File: src/inc/cch_params.svh
// Purpose: Constants for the calendar clock with hold
// Assumes: 10 MHz system clock
// Notes: Offsets are byte addresses on the register bus
`ifndef CCH_PARAMS_SVH
`define CCH_PARAMS_SVH

// ----------------------------------------------------------------------------
// Register offsets
// ----------------------------------------------------------------------------
`define CCH_OFS_CTRL 12'h000
`define CCH_OFS_STATUS 12'h004
`define CCH_OFS_SET_TIME 12'h008
`define CCH_OFS_SET_DATE 12'h00c
`define CCH_OFS_TIME 12'h010
`define CCH_OFS_DATE 12'h014

// ----------------------------------------------------------------------------
// Field positions
// ----------------------------------------------------------------------------
`define CCH_CTRL_HOLD 0
`define CCH_CTRL_RELEASE 1
`define CCH_CTRL_SET 2
`define CCH_ST_UPDATE 0
`define CCH_ST_DISABLED 1
`define CCH_ST_RANGE_ERR 2
`define CCH_ST_SET_OK 3

// ----------------------------------------------------------------------------
// Timing
// ----------------------------------------------------------------------------
`define CCH_CLK_HZ 10000000
`define CCH_TICK_HZ 1
`define CCH_TICK_CYCLES (`CCH_CLK_HZ / `CCH_TICK_HZ)

`endif

File: src/inc/cch_pkg.sv
// Purpose: Types for the calendar clock with hold
// Assumes: Nothing
// Notes: Weekday codes run Sunday 0 to Saturday 6
package cch_pkg;

    typedef enum logic [2:0] {
        CCH_SUNDAY = 3'h0,
        CCH_MONDAY = 3'h1,
        CCH_TUESDAY = 3'h2,
        CCH_WEDNESDAY = 3'h3,
        CCH_THURSDAY = 3'h4,
        CCH_FRIDAY = 3'h5,
        CCH_SATURDAY = 3'h6
    } cch_weekday_t;

    typedef enum logic [1:0] {
        CCH_WR_IDLE = 2'h0,
        CCH_WR_RESP = 2'h1
    } cch_wr_state_t;

endpackage : cch_pkg

File: src/core/cch_tick_gen.sv
// Purpose: One-second tick from the system clock
// Assumes: Clock enable freezes the count
// Notes: Tick is a one-cycle pulse
`timescale 1ns/1ns
`default_nettype none
`include "cch_params.svh"

module cch_tick_gen #(
    parameter int unsigned TICK_CYCLES = `CCH_TICK_CYCLES
) (
    input wire logic mclk_in,
    input wire logic nrst_in,
    input wire logic ce_in,
    output logic tick_out
);

    logic [31:0] cnt_q;
    logic [31:0] cnt_d;

    always_comb
    begin
        cnt_d = cnt_q;
        if (ce_in)
        begin
            if (cnt_q >= TICK_CYCLES - 1)
                cnt_d = 32'h0;
            else
                cnt_d = cnt_q + 32'h1;
        end
    end

    always_ff @(posedge mclk_in or negedge nrst_in)
    begin
        if (!nrst_in)
            cnt_q <= 32'h0;
        else
            cnt_q <= cnt_d;
    end

    assign tick_out = ce_in && (cnt_q >= TICK_CYCLES - 1);

endmodule : cch_tick_gen
`default_nettype wire

File: src/core/cch_date_check.sv
// Purpose: Range check of a requested date and time
// Assumes: Values arrive in binary
// Notes: Purely combinational
`timescale 1ns/1ns
`default_nettype none

module cch_date_check (
    input wire logic [4:0] hour_in,
    input wire logic [5:0] min_in,
    input wire logic [5:0] sec_in,
    input wire logic [4:0] day_in,
    input wire logic [3:0] month_in,
    input wire logic [6:0] year_in,
    input wire logic [2:0] wday_in,
    output logic ok_out
);

    always_comb
    begin
        ok_out = (hour_in <= 5'h17) && (min_in <= 6'h3b) && (sec_in <= 6'h3b)
            && (day_in >= 5'h01) && (day_in <= 5'h1f)
            && (month_in >= 4'h1) && (month_in <= 4'hc)
            && (year_in <= 7'h63) && (wday_in <= 3'h6);
    end

endmodule : cch_date_check
`default_nettype wire

File: src/core/cch_calendar_clock.sv
// Purpose: Calendar clock with hold, registers over AXI4-Lite
// Assumes: Backup supply keeps mclk_in and this logic alive
// Notes: Functional notes
// Functional notes
// - Counting runs continuously on backup power; the count stops while ce_in is low
// - Update-needed flag set when content invalid
// - Hour shown in 24-hour form 0..23
// - Hour shown 1..12 plus afternoon flag
// - Minutes, seconds, day, month, year keep updating
// - Weekday shown and set as seven codes
// - Out-of-range setup rejected, range error flagged
// - Setup outcome reported 0 fail, 1 ok
// - Hold freezes visible values, count continues
// - Disabled flag set on hold, cleared on release
// - Release resumes visible values at current time
`timescale 1ns/1ns
`default_nettype none
`include "cch_params.svh"

module cch_calendar_clock #(
    parameter int unsigned TICK_CYCLES = `CCH_TICK_CYCLES
) (
    input wire logic mclk_in,
    input wire logic nrst_in,
    input wire logic ce_in,
    input wire logic [11:0] s_axi_awaddr,
    input wire logic s_axi_awvalid,
    output logic s_axi_awready,
    input wire logic [31:0] s_axi_wdata,
    input wire logic [3:0] s_axi_wstrb,
    input wire logic s_axi_wvalid,
    output logic s_axi_wready,
    output logic [1:0] s_axi_bresp,
    output logic s_axi_bvalid,
    input wire logic s_axi_bready,
    input wire logic [11:0] s_axi_araddr,
    input wire logic s_axi_arvalid,
    output logic s_axi_arready,
    output logic [31:0] s_axi_rdata,
    output logic [1:0] s_axi_rresp,
    output logic s_axi_rvalid,
    input wire logic s_axi_rready,
    output logic [4:0] hours_24_out,
    output logic [3:0] hours_12_out,
    output logic afternoon_flag_out,
    output logic [5:0] minutes_out,
    output logic [5:0] seconds_out,
    output logic [4:0] day_out,
    output logic [3:0] month_out,
    output logic [6:0] year_out,
    output cch_pkg::cch_weekday_t weekday_value_out,
    output logic update_needed_out,
    output logic disabled_out
);

    // ------------------------------------------------------------------------
    // Functions
    // ------------------------------------------------------------------------
    function automatic logic [4:0] month_len(input logic [3:0] m, input logic [6:0] y);
        logic [4:0] len;
        len = 5'h1f;
        case (m)
            4'h4, 4'h6, 4'h9, 4'hb: len = 5'h1e;
            4'h2: len = (y[1:0] == 2'h0) ? 5'h1d : 5'h1c;
            default: len = 5'h1f;
        endcase
        return len;
    endfunction : month_len

    function automatic logic [3:0] to_12h(input logic [4:0] h);
        logic [4:0] r;
        r = (h == 5'h00) ? 5'h0c : ((h > 5'h0c) ? h - 5'h0c : h);
        return r[3:0];
    endfunction : to_12h

    // ------------------------------------------------------------------------
    // State
    // ------------------------------------------------------------------------
    logic [4:0] hour_q, hour_d;
    logic [5:0] min_q, min_d, sec_q, sec_d;
    logic [4:0] day_q, day_d;
    logic [3:0] mon_q, mon_d;
    logic [6:0] year_q, year_d;
    logic [2:0] wday_q, wday_d;
    logic [4:0] vis_hour_q, vis_hour_d;
    logic [5:0] vis_min_q, vis_min_d, vis_sec_q, vis_sec_d;
    logic [4:0] vis_day_q, vis_day_d;
    logic [3:0] vis_mon_q, vis_mon_d;
    logic [6:0] vis_year_q, vis_year_d;
    logic [2:0] vis_wday_q, vis_wday_d;
    logic need_q, need_d, hold_q, hold_d, rerr_q, rerr_d, setok_q, setok_d;
    logic [31:0] st_time_q, st_time_d, st_date_q, st_date_d;
    cch_pkg::cch_wr_state_t wst_q, wst_d;
    logic aw_got_q, aw_got_d, w_got_q, w_got_d;
    logic [11:0] aw_q, aw_d;
    logic [31:0] wd_q, wd_d;
    logic bad_wr_q, bad_wr_d;
    logic rv_q, rv_d;
    logic [31:0] rd_q, rd_d;
    logic [1:0] rr_q, rr_d;
    logic tick;
    logic range_ok;
    logic wr_fire, set_req, hold_req, rel_req;

    // ------------------------------------------------------------------------
    // Sub-blocks
    // ------------------------------------------------------------------------
    cch_tick_gen #(.TICK_CYCLES(TICK_CYCLES)) u_tick (
        .mclk_in(mclk_in),
        .nrst_in(nrst_in),
        .ce_in(ce_in),
        .tick_out(tick)
    );

    cch_date_check u_chk (
        .hour_in(st_time_q[20:16]),
        .min_in(st_time_q[13:8]),
        .sec_in(st_time_q[5:0]),
        .day_in(st_date_q[4:0]),
        .month_in(st_date_q[11:8]),
        .year_in(st_date_q[22:16]),
        .wday_in(st_date_q[26:24]),
        .ok_out(range_ok)
    );

    // ------------------------------------------------------------------------
    // AXI4-Lite write channel
    // ------------------------------------------------------------------------
    assign s_axi_awready = ce_in && (wst_q == cch_pkg::CCH_WR_IDLE) && !aw_got_q;
    assign s_axi_wready = ce_in && (wst_q == cch_pkg::CCH_WR_IDLE) && !w_got_q;
    assign s_axi_bvalid = (wst_q == cch_pkg::CCH_WR_RESP);
    assign s_axi_bresp = bad_wr_q ? 2'h2 : 2'h0;
    assign wr_fire = ce_in && (wst_q == cch_pkg::CCH_WR_IDLE) && aw_got_q && w_got_q;
    assign set_req = wr_fire && (aw_q == `CCH_OFS_CTRL) && wd_q[`CCH_CTRL_SET];
    assign hold_req = wr_fire && (aw_q == `CCH_OFS_CTRL) && wd_q[`CCH_CTRL_HOLD];
    assign rel_req = wr_fire && (aw_q == `CCH_OFS_CTRL) && wd_q[`CCH_CTRL_RELEASE];

    always_comb
    begin
        wst_d = wst_q;
        aw_got_d = aw_got_q;
        w_got_d = w_got_q;
        aw_d = aw_q;
        wd_d = wd_q;
        bad_wr_d = bad_wr_q;
        st_time_d = st_time_q;
        st_date_d = st_date_q;
        if (s_axi_awvalid && s_axi_awready)
        begin
            aw_got_d = 1'b1;
            aw_d = {s_axi_awaddr[11:2], 2'h0};
        end
        if (s_axi_wvalid && s_axi_wready)
        begin
            w_got_d = 1'b1;
            wd_d = s_axi_wdata;
            for (int i = 0; i < 4; i++)
            begin
                if (!s_axi_wstrb[i])
                    wd_d[i*8 +: 8] = 8'h00;
            end
        end
        case (wst_q)
            cch_pkg::CCH_WR_IDLE:
            begin
                if (wr_fire)
                begin
                    aw_got_d = 1'b0;
                    w_got_d = 1'b0;
                    wst_d = cch_pkg::CCH_WR_RESP;
                    bad_wr_d = 1'b0;
                    case (aw_q)
                        `CCH_OFS_CTRL: bad_wr_d = 1'b0;
                        `CCH_OFS_SET_TIME: st_time_d = wd_q;
                        `CCH_OFS_SET_DATE: st_date_d = wd_q;
                        `CCH_OFS_STATUS, `CCH_OFS_TIME, `CCH_OFS_DATE: bad_wr_d = 1'b0;
                        default: bad_wr_d = 1'b1;
                    endcase
                end
            end
            cch_pkg::CCH_WR_RESP:
            begin
                if (s_axi_bready && ce_in)
                    wst_d = cch_pkg::CCH_WR_IDLE;
            end
            default: wst_d = cch_pkg::CCH_WR_IDLE;
        endcase
    end

    // ------------------------------------------------------------------------
    // Time keeping
    // ------------------------------------------------------------------------
    always_comb
    begin
        hour_d = hour_q;
        min_d = min_q;
        sec_d = sec_q;
        day_d = day_q;
        mon_d = mon_q;
        year_d = year_q;
        wday_d = wday_q;
        need_d = need_q;
        hold_d = hold_q;
        rerr_d = rerr_q;
        setok_d = setok_q;
        if (tick)
        begin
            sec_d = sec_q + 6'h01;
            if (sec_q == 6'h3b)
            begin
                sec_d = 6'h00;
                min_d = min_q + 6'h01;
                if (min_q == 6'h3b)
                begin
                    min_d = 6'h00;
                    hour_d = hour_q + 5'h01;
                    if (hour_q == 5'h17)
                    begin
                        hour_d = 5'h00;
                        wday_d = (wday_q == 3'h6) ? 3'h0 : wday_q + 3'h1;
                        day_d = day_q + 5'h01;
                        if (day_q >= month_len(mon_q, year_q))
                        begin
                            day_d = 5'h01;
                            mon_d = mon_q + 4'h1;
                            if (mon_q == 4'hc)
                            begin
                                mon_d = 4'h1;
                                year_d = (year_q == 7'h63) ? 7'h00 : year_q + 7'h01;
                            end
                        end
                    end
                end
            end
        end
        if (set_req)
        begin
            setok_d = range_ok;
            rerr_d = !range_ok;
            if (range_ok)
            begin
                hour_d = st_time_q[20:16];
                min_d = st_time_q[13:8];
                sec_d = st_time_q[5:0];
                day_d = st_date_q[4:0];
                mon_d = st_date_q[11:8];
                year_d = st_date_q[22:16];
                wday_d = st_date_q[26:24];
                need_d = 1'b0;
            end
        end
        if (hold_req)
            hold_d = 1'b1;
        else if (rel_req)
            hold_d = 1'b0;
    end

    // ------------------------------------------------------------------------
    // Visible values
    // ------------------------------------------------------------------------
    always_comb
    begin
        vis_hour_d = vis_hour_q;
        vis_min_d = vis_min_q;
        vis_sec_d = vis_sec_q;
        vis_day_d = vis_day_q;
        vis_mon_d = vis_mon_q;
        vis_year_d = vis_year_q;
        vis_wday_d = vis_wday_q;
        if (ce_in && !hold_q)
        begin
            vis_hour_d = hour_q;
            vis_min_d = min_q;
            vis_sec_d = sec_q;
            vis_day_d = day_q;
            vis_mon_d = mon_q;
            vis_year_d = year_q;
            vis_wday_d = wday_q;
        end
    end

    // ------------------------------------------------------------------------
    // AXI4-Lite read channel
    // ------------------------------------------------------------------------
    assign s_axi_arready = ce_in && !rv_q;
    assign s_axi_rvalid = rv_q;
    assign s_axi_rdata = rd_q;
    assign s_axi_rresp = rr_q;

    always_comb
    begin
        rv_d = rv_q;
        rd_d = rd_q;
        rr_d = rr_q;
        if (rv_q && s_axi_rready && ce_in)
            rv_d = 1'b0;
        if (s_axi_arvalid && s_axi_arready)
        begin
            rv_d = 1'b1;
            rr_d = 2'h0;
            case ({s_axi_araddr[11:2], 2'h0})
                `CCH_OFS_CTRL: rd_d = 32'h0;
                `CCH_OFS_STATUS: rd_d = {28'h0, setok_q, rerr_q, hold_q, need_q};
                `CCH_OFS_SET_TIME: rd_d = st_time_q;
                `CCH_OFS_SET_DATE: rd_d = st_date_q;
                `CCH_OFS_TIME: rd_d = {6'h0, afternoon_flag_out, hours_12_out,
                    vis_hour_q, 2'h0, vis_min_q, 2'h0, vis_sec_q};
                `CCH_OFS_DATE: rd_d = {5'h0, vis_wday_q, 1'b0, vis_year_q,
                    4'h0, vis_mon_q, 3'h0, vis_day_q};
                default:
                begin
                    rd_d = 32'h0;
                    rr_d = 2'h2;
                end
            endcase
        end
    end

    // ------------------------------------------------------------------------
    // Registers
    // ------------------------------------------------------------------------
    always_ff @(posedge mclk_in or negedge nrst_in)
    begin
        if (!nrst_in)
        begin
            hour_q <= 5'h00;
            min_q <= 6'h00;
            sec_q <= 6'h00;
            day_q <= 5'h01;
            mon_q <= 4'h1;
            year_q <= 7'h00;
            wday_q <= 3'h0;
            vis_hour_q <= 5'h00;
            vis_min_q <= 6'h00;
            vis_sec_q <= 6'h00;
            vis_day_q <= 5'h01;
            vis_mon_q <= 4'h1;
            vis_year_q <= 7'h00;
            vis_wday_q <= 3'h0;
            need_q <= 1'b1;
            hold_q <= 1'b0;
            rerr_q <= 1'b0;
            setok_q <= 1'b0;
            st_time_q <= 32'h0;
            st_date_q <= 32'h0;
            wst_q <= cch_pkg::CCH_WR_IDLE;
            aw_got_q <= 1'b0;
            w_got_q <= 1'b0;
            aw_q <= 12'h000;
            wd_q <= 32'h0;
            bad_wr_q <= 1'b0;
            rv_q <= 1'b0;
            rd_q <= 32'h0;
            rr_q <= 2'h0;
        end
        else if (ce_in)
        begin
            hour_q <= hour_d;
            min_q <= min_d;
            sec_q <= sec_d;
            day_q <= day_d;
            mon_q <= mon_d;
            year_q <= year_d;
            wday_q <= wday_d;
            vis_hour_q <= vis_hour_d;
            vis_min_q <= vis_min_d;
            vis_sec_q <= vis_sec_d;
            vis_day_q <= vis_day_d;
            vis_mon_q <= vis_mon_d;
            vis_year_q <= vis_year_d;
            vis_wday_q <= vis_wday_d;
            need_q <= need_d;
            hold_q <= hold_d;
            rerr_q <= rerr_d;
            setok_q <= setok_d;
            st_time_q <= st_time_d;
            st_date_q <= st_date_d;
            wst_q <= wst_d;
            aw_got_q <= aw_got_d;
            w_got_q <= w_got_d;
            aw_q <= aw_d;
            wd_q <= wd_d;
            bad_wr_q <= bad_wr_d;
            rv_q <= rv_d;
            rd_q <= rd_d;
            rr_q <= rr_d;
        end
    end

    // ------------------------------------------------------------------------
    // Outputs
    // ------------------------------------------------------------------------
    assign hours_24_out = vis_hour_q;
    assign hours_12_out = to_12h(vis_hour_q);
    assign afternoon_flag_out = (vis_hour_q >= 5'h0c);
    assign minutes_out = vis_min_q;
    assign seconds_out = vis_sec_q;
    assign day_out = vis_day_q;
    assign month_out = vis_mon_q;
    assign year_out = vis_year_q;
    assign weekday_value_out = cch_pkg::cch_weekday_t'(vis_wday_q);
    assign update_needed_out = need_q;
    assign disabled_out = hold_q;

endmodule : cch_calendar_clock
`default_nettype wire

File: config.mk
export PLATFORM = sky130hd
export DESIGN_NAME = cch_calendar_clock
export DESIGN_NICKNAME = d
export VERILOG_FILES = /design/src/inc/cch_pkg.sv /design/src/core/cch_tick_gen.sv /design/src/core/cch_date_check.sv /design/src/core/cch_calendar_clock.sv
export VERILOG_INCLUDE_DIRS = /design/src /design/src/inc
export SDC_FILE = /design/constraint.sdc
export NUM_CORES = 1
export LEC_CHECK = 0
export ABC_AREA = 1
export CAP_MARGIN = 40
export CELL_PAD_IN_SITES_DETAIL_PLACEMENT = 0
export CELL_PAD_IN_SITES_GLOBAL_PLACEMENT = 1
export CORE_ASPECT_RATIO = 0.6
export CORE_MARGIN = 2
export CORE_UTILIZATION = 44
export DETAILED_ROUTE_END_ITERATION = 12
export DONT_BUFFER_PORTS = 1
export PLACE_DENSITY_LB_ADDON = 0.15
export SLEW_MARGIN = 5
export SYNTH_ARGS = -nofsm -noshare
export SYNTH_HDL_FRONTEND = slang
export SYNTH_HIERARCHICAL = 1
export SYNTH_SLANG_ARGS = --single-unit
File: constraint.sdc
create_clock -name mclk_in -period 4.6 [get_ports mclk_in]
set_input_delay 0.92 -clock mclk_in [delete_from_list [all_inputs] [get_ports mclk_in]]
set_output_delay 0.92 -clock mclk_in [all_outputs]
set_load 0.03 [all_outputs]
==> impl_metrics.yaml <==
outcome:
  status: "complete, no violations"
sta:
  drv_slew: 0
  tns_ns: 0
  hold_viol: 0
  relSlewSlack: 0.383
  finalCritPeriodShare: 0.676
  skew_ns: 0.00923
  rsz0062_at_grt: "false"
  period_minus_slack_ns: 3.11
  fmax_ghz: 0.321
  worst_slack_ns: 1.49
  worst_pin_slew_ns: 0.920
  finalSetupViolCount: 0
critical_path:
  end_kind: "output pin"
  timing.rr.start: "u_tick/cnt_q[1]$_DFFE_PN0P_"
  critical_path.max_fanout: 7
  worstSetupStartpoint: "hours_24_out[2]$_DFFE_PN0P_"
  worstPathArrival_ns: 2.19
  startpoint_type: "flop"
  critPathRequiredTime_ns: 3.68
  critPathKind: "reg -> out"
placed_design:
  io_buffers: 0
  routabilityCongestion: 0.847
  dp.cells: 1940
  hpwl_um: 26400
  pre_cts_slack_ns: 1.45
  dpl_cell_area_mm2: 0.0131
pwr:
  p_comb_frac: 0.160
  power_density_mw_per_mm2: 436
  p_leak_uw: 0.00643
  power_switching_uw: 2010
  clkPwrFrac: 0.338
  p_int_uw: 4080
  ir_drop_v: 0.000284
  switching_share: 0.330
  p_seq_frac: 0.502
cts:
  insertion_delay_ns: 0.55
  clockRootBuffer: "clkbuf_16"
  post_cts_resized: 0
  cts_tree: "yes"
  cts_sinks: 252
  clk_pin_slew_ns: 0.06
  cts_max_path_buffers: 3
  htreeDepth: 1
  numCtsBuffers: 25
  cts_hold_buf: 0
  cts_setup_buffers: 0
finish:
  layout.cells.non_filler: 1987
  n_antenna_cell: 0
  n_fill_cell: 2881
  postLayoutCellArea_mm2: 0.0139
  final_layout_size_suffix_gt1_frac: 0.0949
  areaGrowthSynthToFinish_pct: 8.35
  nets: 1676
die:
  die-width_um: 225
  fp.dieH_um: 136
  pin_count: 152
  initial_utilization: 0.447
  num_rows: 48
  core_mm2: 0.0288
  fp.dieArea_mm2: 0.0307
logic_synthesis:
  ys_types: 49
  synth_area_leaders: "dfrtp_1 48%, nand2_1 12%, o21ai_0 7.5%"
  synth_ff_type: "dfrtp_1"
  post-synth-top-count-cell: "nand2_1"
  synthesis.area_mm2: 0.0129
  synth_seq_cells: 252
  synth_top_area_frac: 0.480
  synth_seq_area_share: 0.491
  synth_commonest_cells: "422 x nand2_1, 247 x dfrtp_1, 196 x inv_1, 194 x o21ai_0, 143 x nand3_1"
  syn_avg_cell_area_um2: 7.95
  yosys.area.top_type: "dfrtp_1"
  yosys_warnings: 6
  synth_edf_count: 0
  syn_inst: 1618
  async_flop_share: 1.00
grt:
  antenna_found_initial: 0
  grt_overflow: 0
  grt_usage: 0.248
  grt_pass1_wl_um: 58500
  grt_max_degree: 253
  grt_pass1_vias: 9713
detailed_routing:
  dr.max_layer_used: "met4"
  wl_um: 37500
  wl_met3_um: 2520
  vias: 10600
  avgViaCountPerCell: 5.35
  first_pass_iters: 7
  drtAntennaViolNets: 0
  detail_route.wl_per_cell_um: 18.9
  drt-met1-wl_um: 19600
  first_iter_violations: 1012
  routed-wl-met2_um: 14800
  drc: 0
job:
  drv_cap: 0
min_path:
  hold_path.class: "in -> async"
## sequential cells by signal, indices dropped and copies added, names as in the netlist, 6 cells and up
name and flops:
min_q 6, year_q 7, year_out 7, minutes_out 6, u_tick/cnt_q 32, st_time_q 32
wd_q 32, st_date_q 32, s_axi_rdata 32, sec_q 6, aw_q 10, seconds_out 6
## metrics by stage
stage          utilization  hold slack, ns  total power [uW]
2_1_floorplan            -           0.450              3760
3_3_place_gp         0.454           0.463              4020
3_5_place_dp         0.457           0.467              4070
4_1_cts              0.484          0.0500              6150
5_1_grt              0.485          0.0555              6430
6_report             0.485          0.0735              6080
## power groups by stage
stage,logic [uW],clock network (uW),registers (uW)
after CTS,979,2110,3050
after floorplan,784,0,2980
after detailed placement,975,0,3090
after global placement,935,0,3090
after global routing,1130,2200,3110
final,975,2060,3050
## routing by layer
metal	up-vias	track usage
li1	5177	-
met1	5114	0.406
met2	300	0.332
met3	41	0.0501
met4	0	0.0442
met5	-	0
## kinds of logic after synthesis
group,synth area share
other cells,0.000291
buf+inv,0.0894
flops,0.491
fa+ha+maj,0.0146
simple gates,0.271
xor+xnor,0.0129
compound gates,0.122
## worst max-delay path, stage by stage, from the launching register on
cell and delay, ns:
dfrtp_1 0.65, inv_1 0.15, ha_1 0.31, nor2_1 0.04
o21ai_0 0.24, buf_2 0.26
## path summary, 6_finish.rpt
kind / cells after the start / end / slack [ns]
max: 5 / hours_12_out[3] / 1.49
min: 0 / u_tick/cnt_q[29]$_DFFE_PN0P_ / 0.07
max reg2reg: 16 / wday_q[1]$_DFFE_PN0P_ / 1.65
min reg2reg: 2 / aw_q[9]$_DFFE_PN0P_ / 0.48
max in group asynchronous: 0 / st_date_q[23]$_DFFE_PN0P_ / 4.07
min in group mclk_in: 1 / u_tick/cnt_q[24]$_DFFE_PN0P_ / 0.46
## final cells by class
| class | instances | area [um2] | share of cell area |
|---|---|---|---|
| multi-input cells | 1087 | 5420 | 0.388 |
| well taps | 375 | 469 | 0.0337 |
| clock buffers | 35 | 683 | 0.0490 |
| repair buffers | 14 | 148 | 0.0106 |
| clock inverters | 11 | 111 | 0.00799 |
| inverters | 213 | 802 | 0.0575 |
| flip-flops and latches | 252 | 6310 | 0.453 |
## placed cells by master, fill, tap and decap left out, types with 3 or more instances in the layout
master	Yosys	routed
ha_1	15	15
buf_4	11	10
xnor2_1	4	4
nor2_1	91	90
dfstp_2	5	5
inv_1	196	196
or2_2	6	6
clkbuf_1	29	8
nand3_1	143	143
nor2_2	36	37
o211ai_1	11	11
nor2_4	5	5
o21ai_1	3	3
dfrtp_1	247	247
clkbuf_16	0	25
nor3_1	16	15
o21ai_0	194	194
nand4_1	26	26
a21oi_1	10	10
xor2_1	15	15
nand2_2	10	10
nor3_2	5	6
nand2_1	422	422
a21o_1	6	6
a21boi_1	4	4
clkinv_2	0	7
nand3_2	3	3
inv_2	16	16
o221ai_2	3	3
o22ai_1	30	30
o21bai_1	9	9
Note: power is estimated with default switching activity, not from simulation.
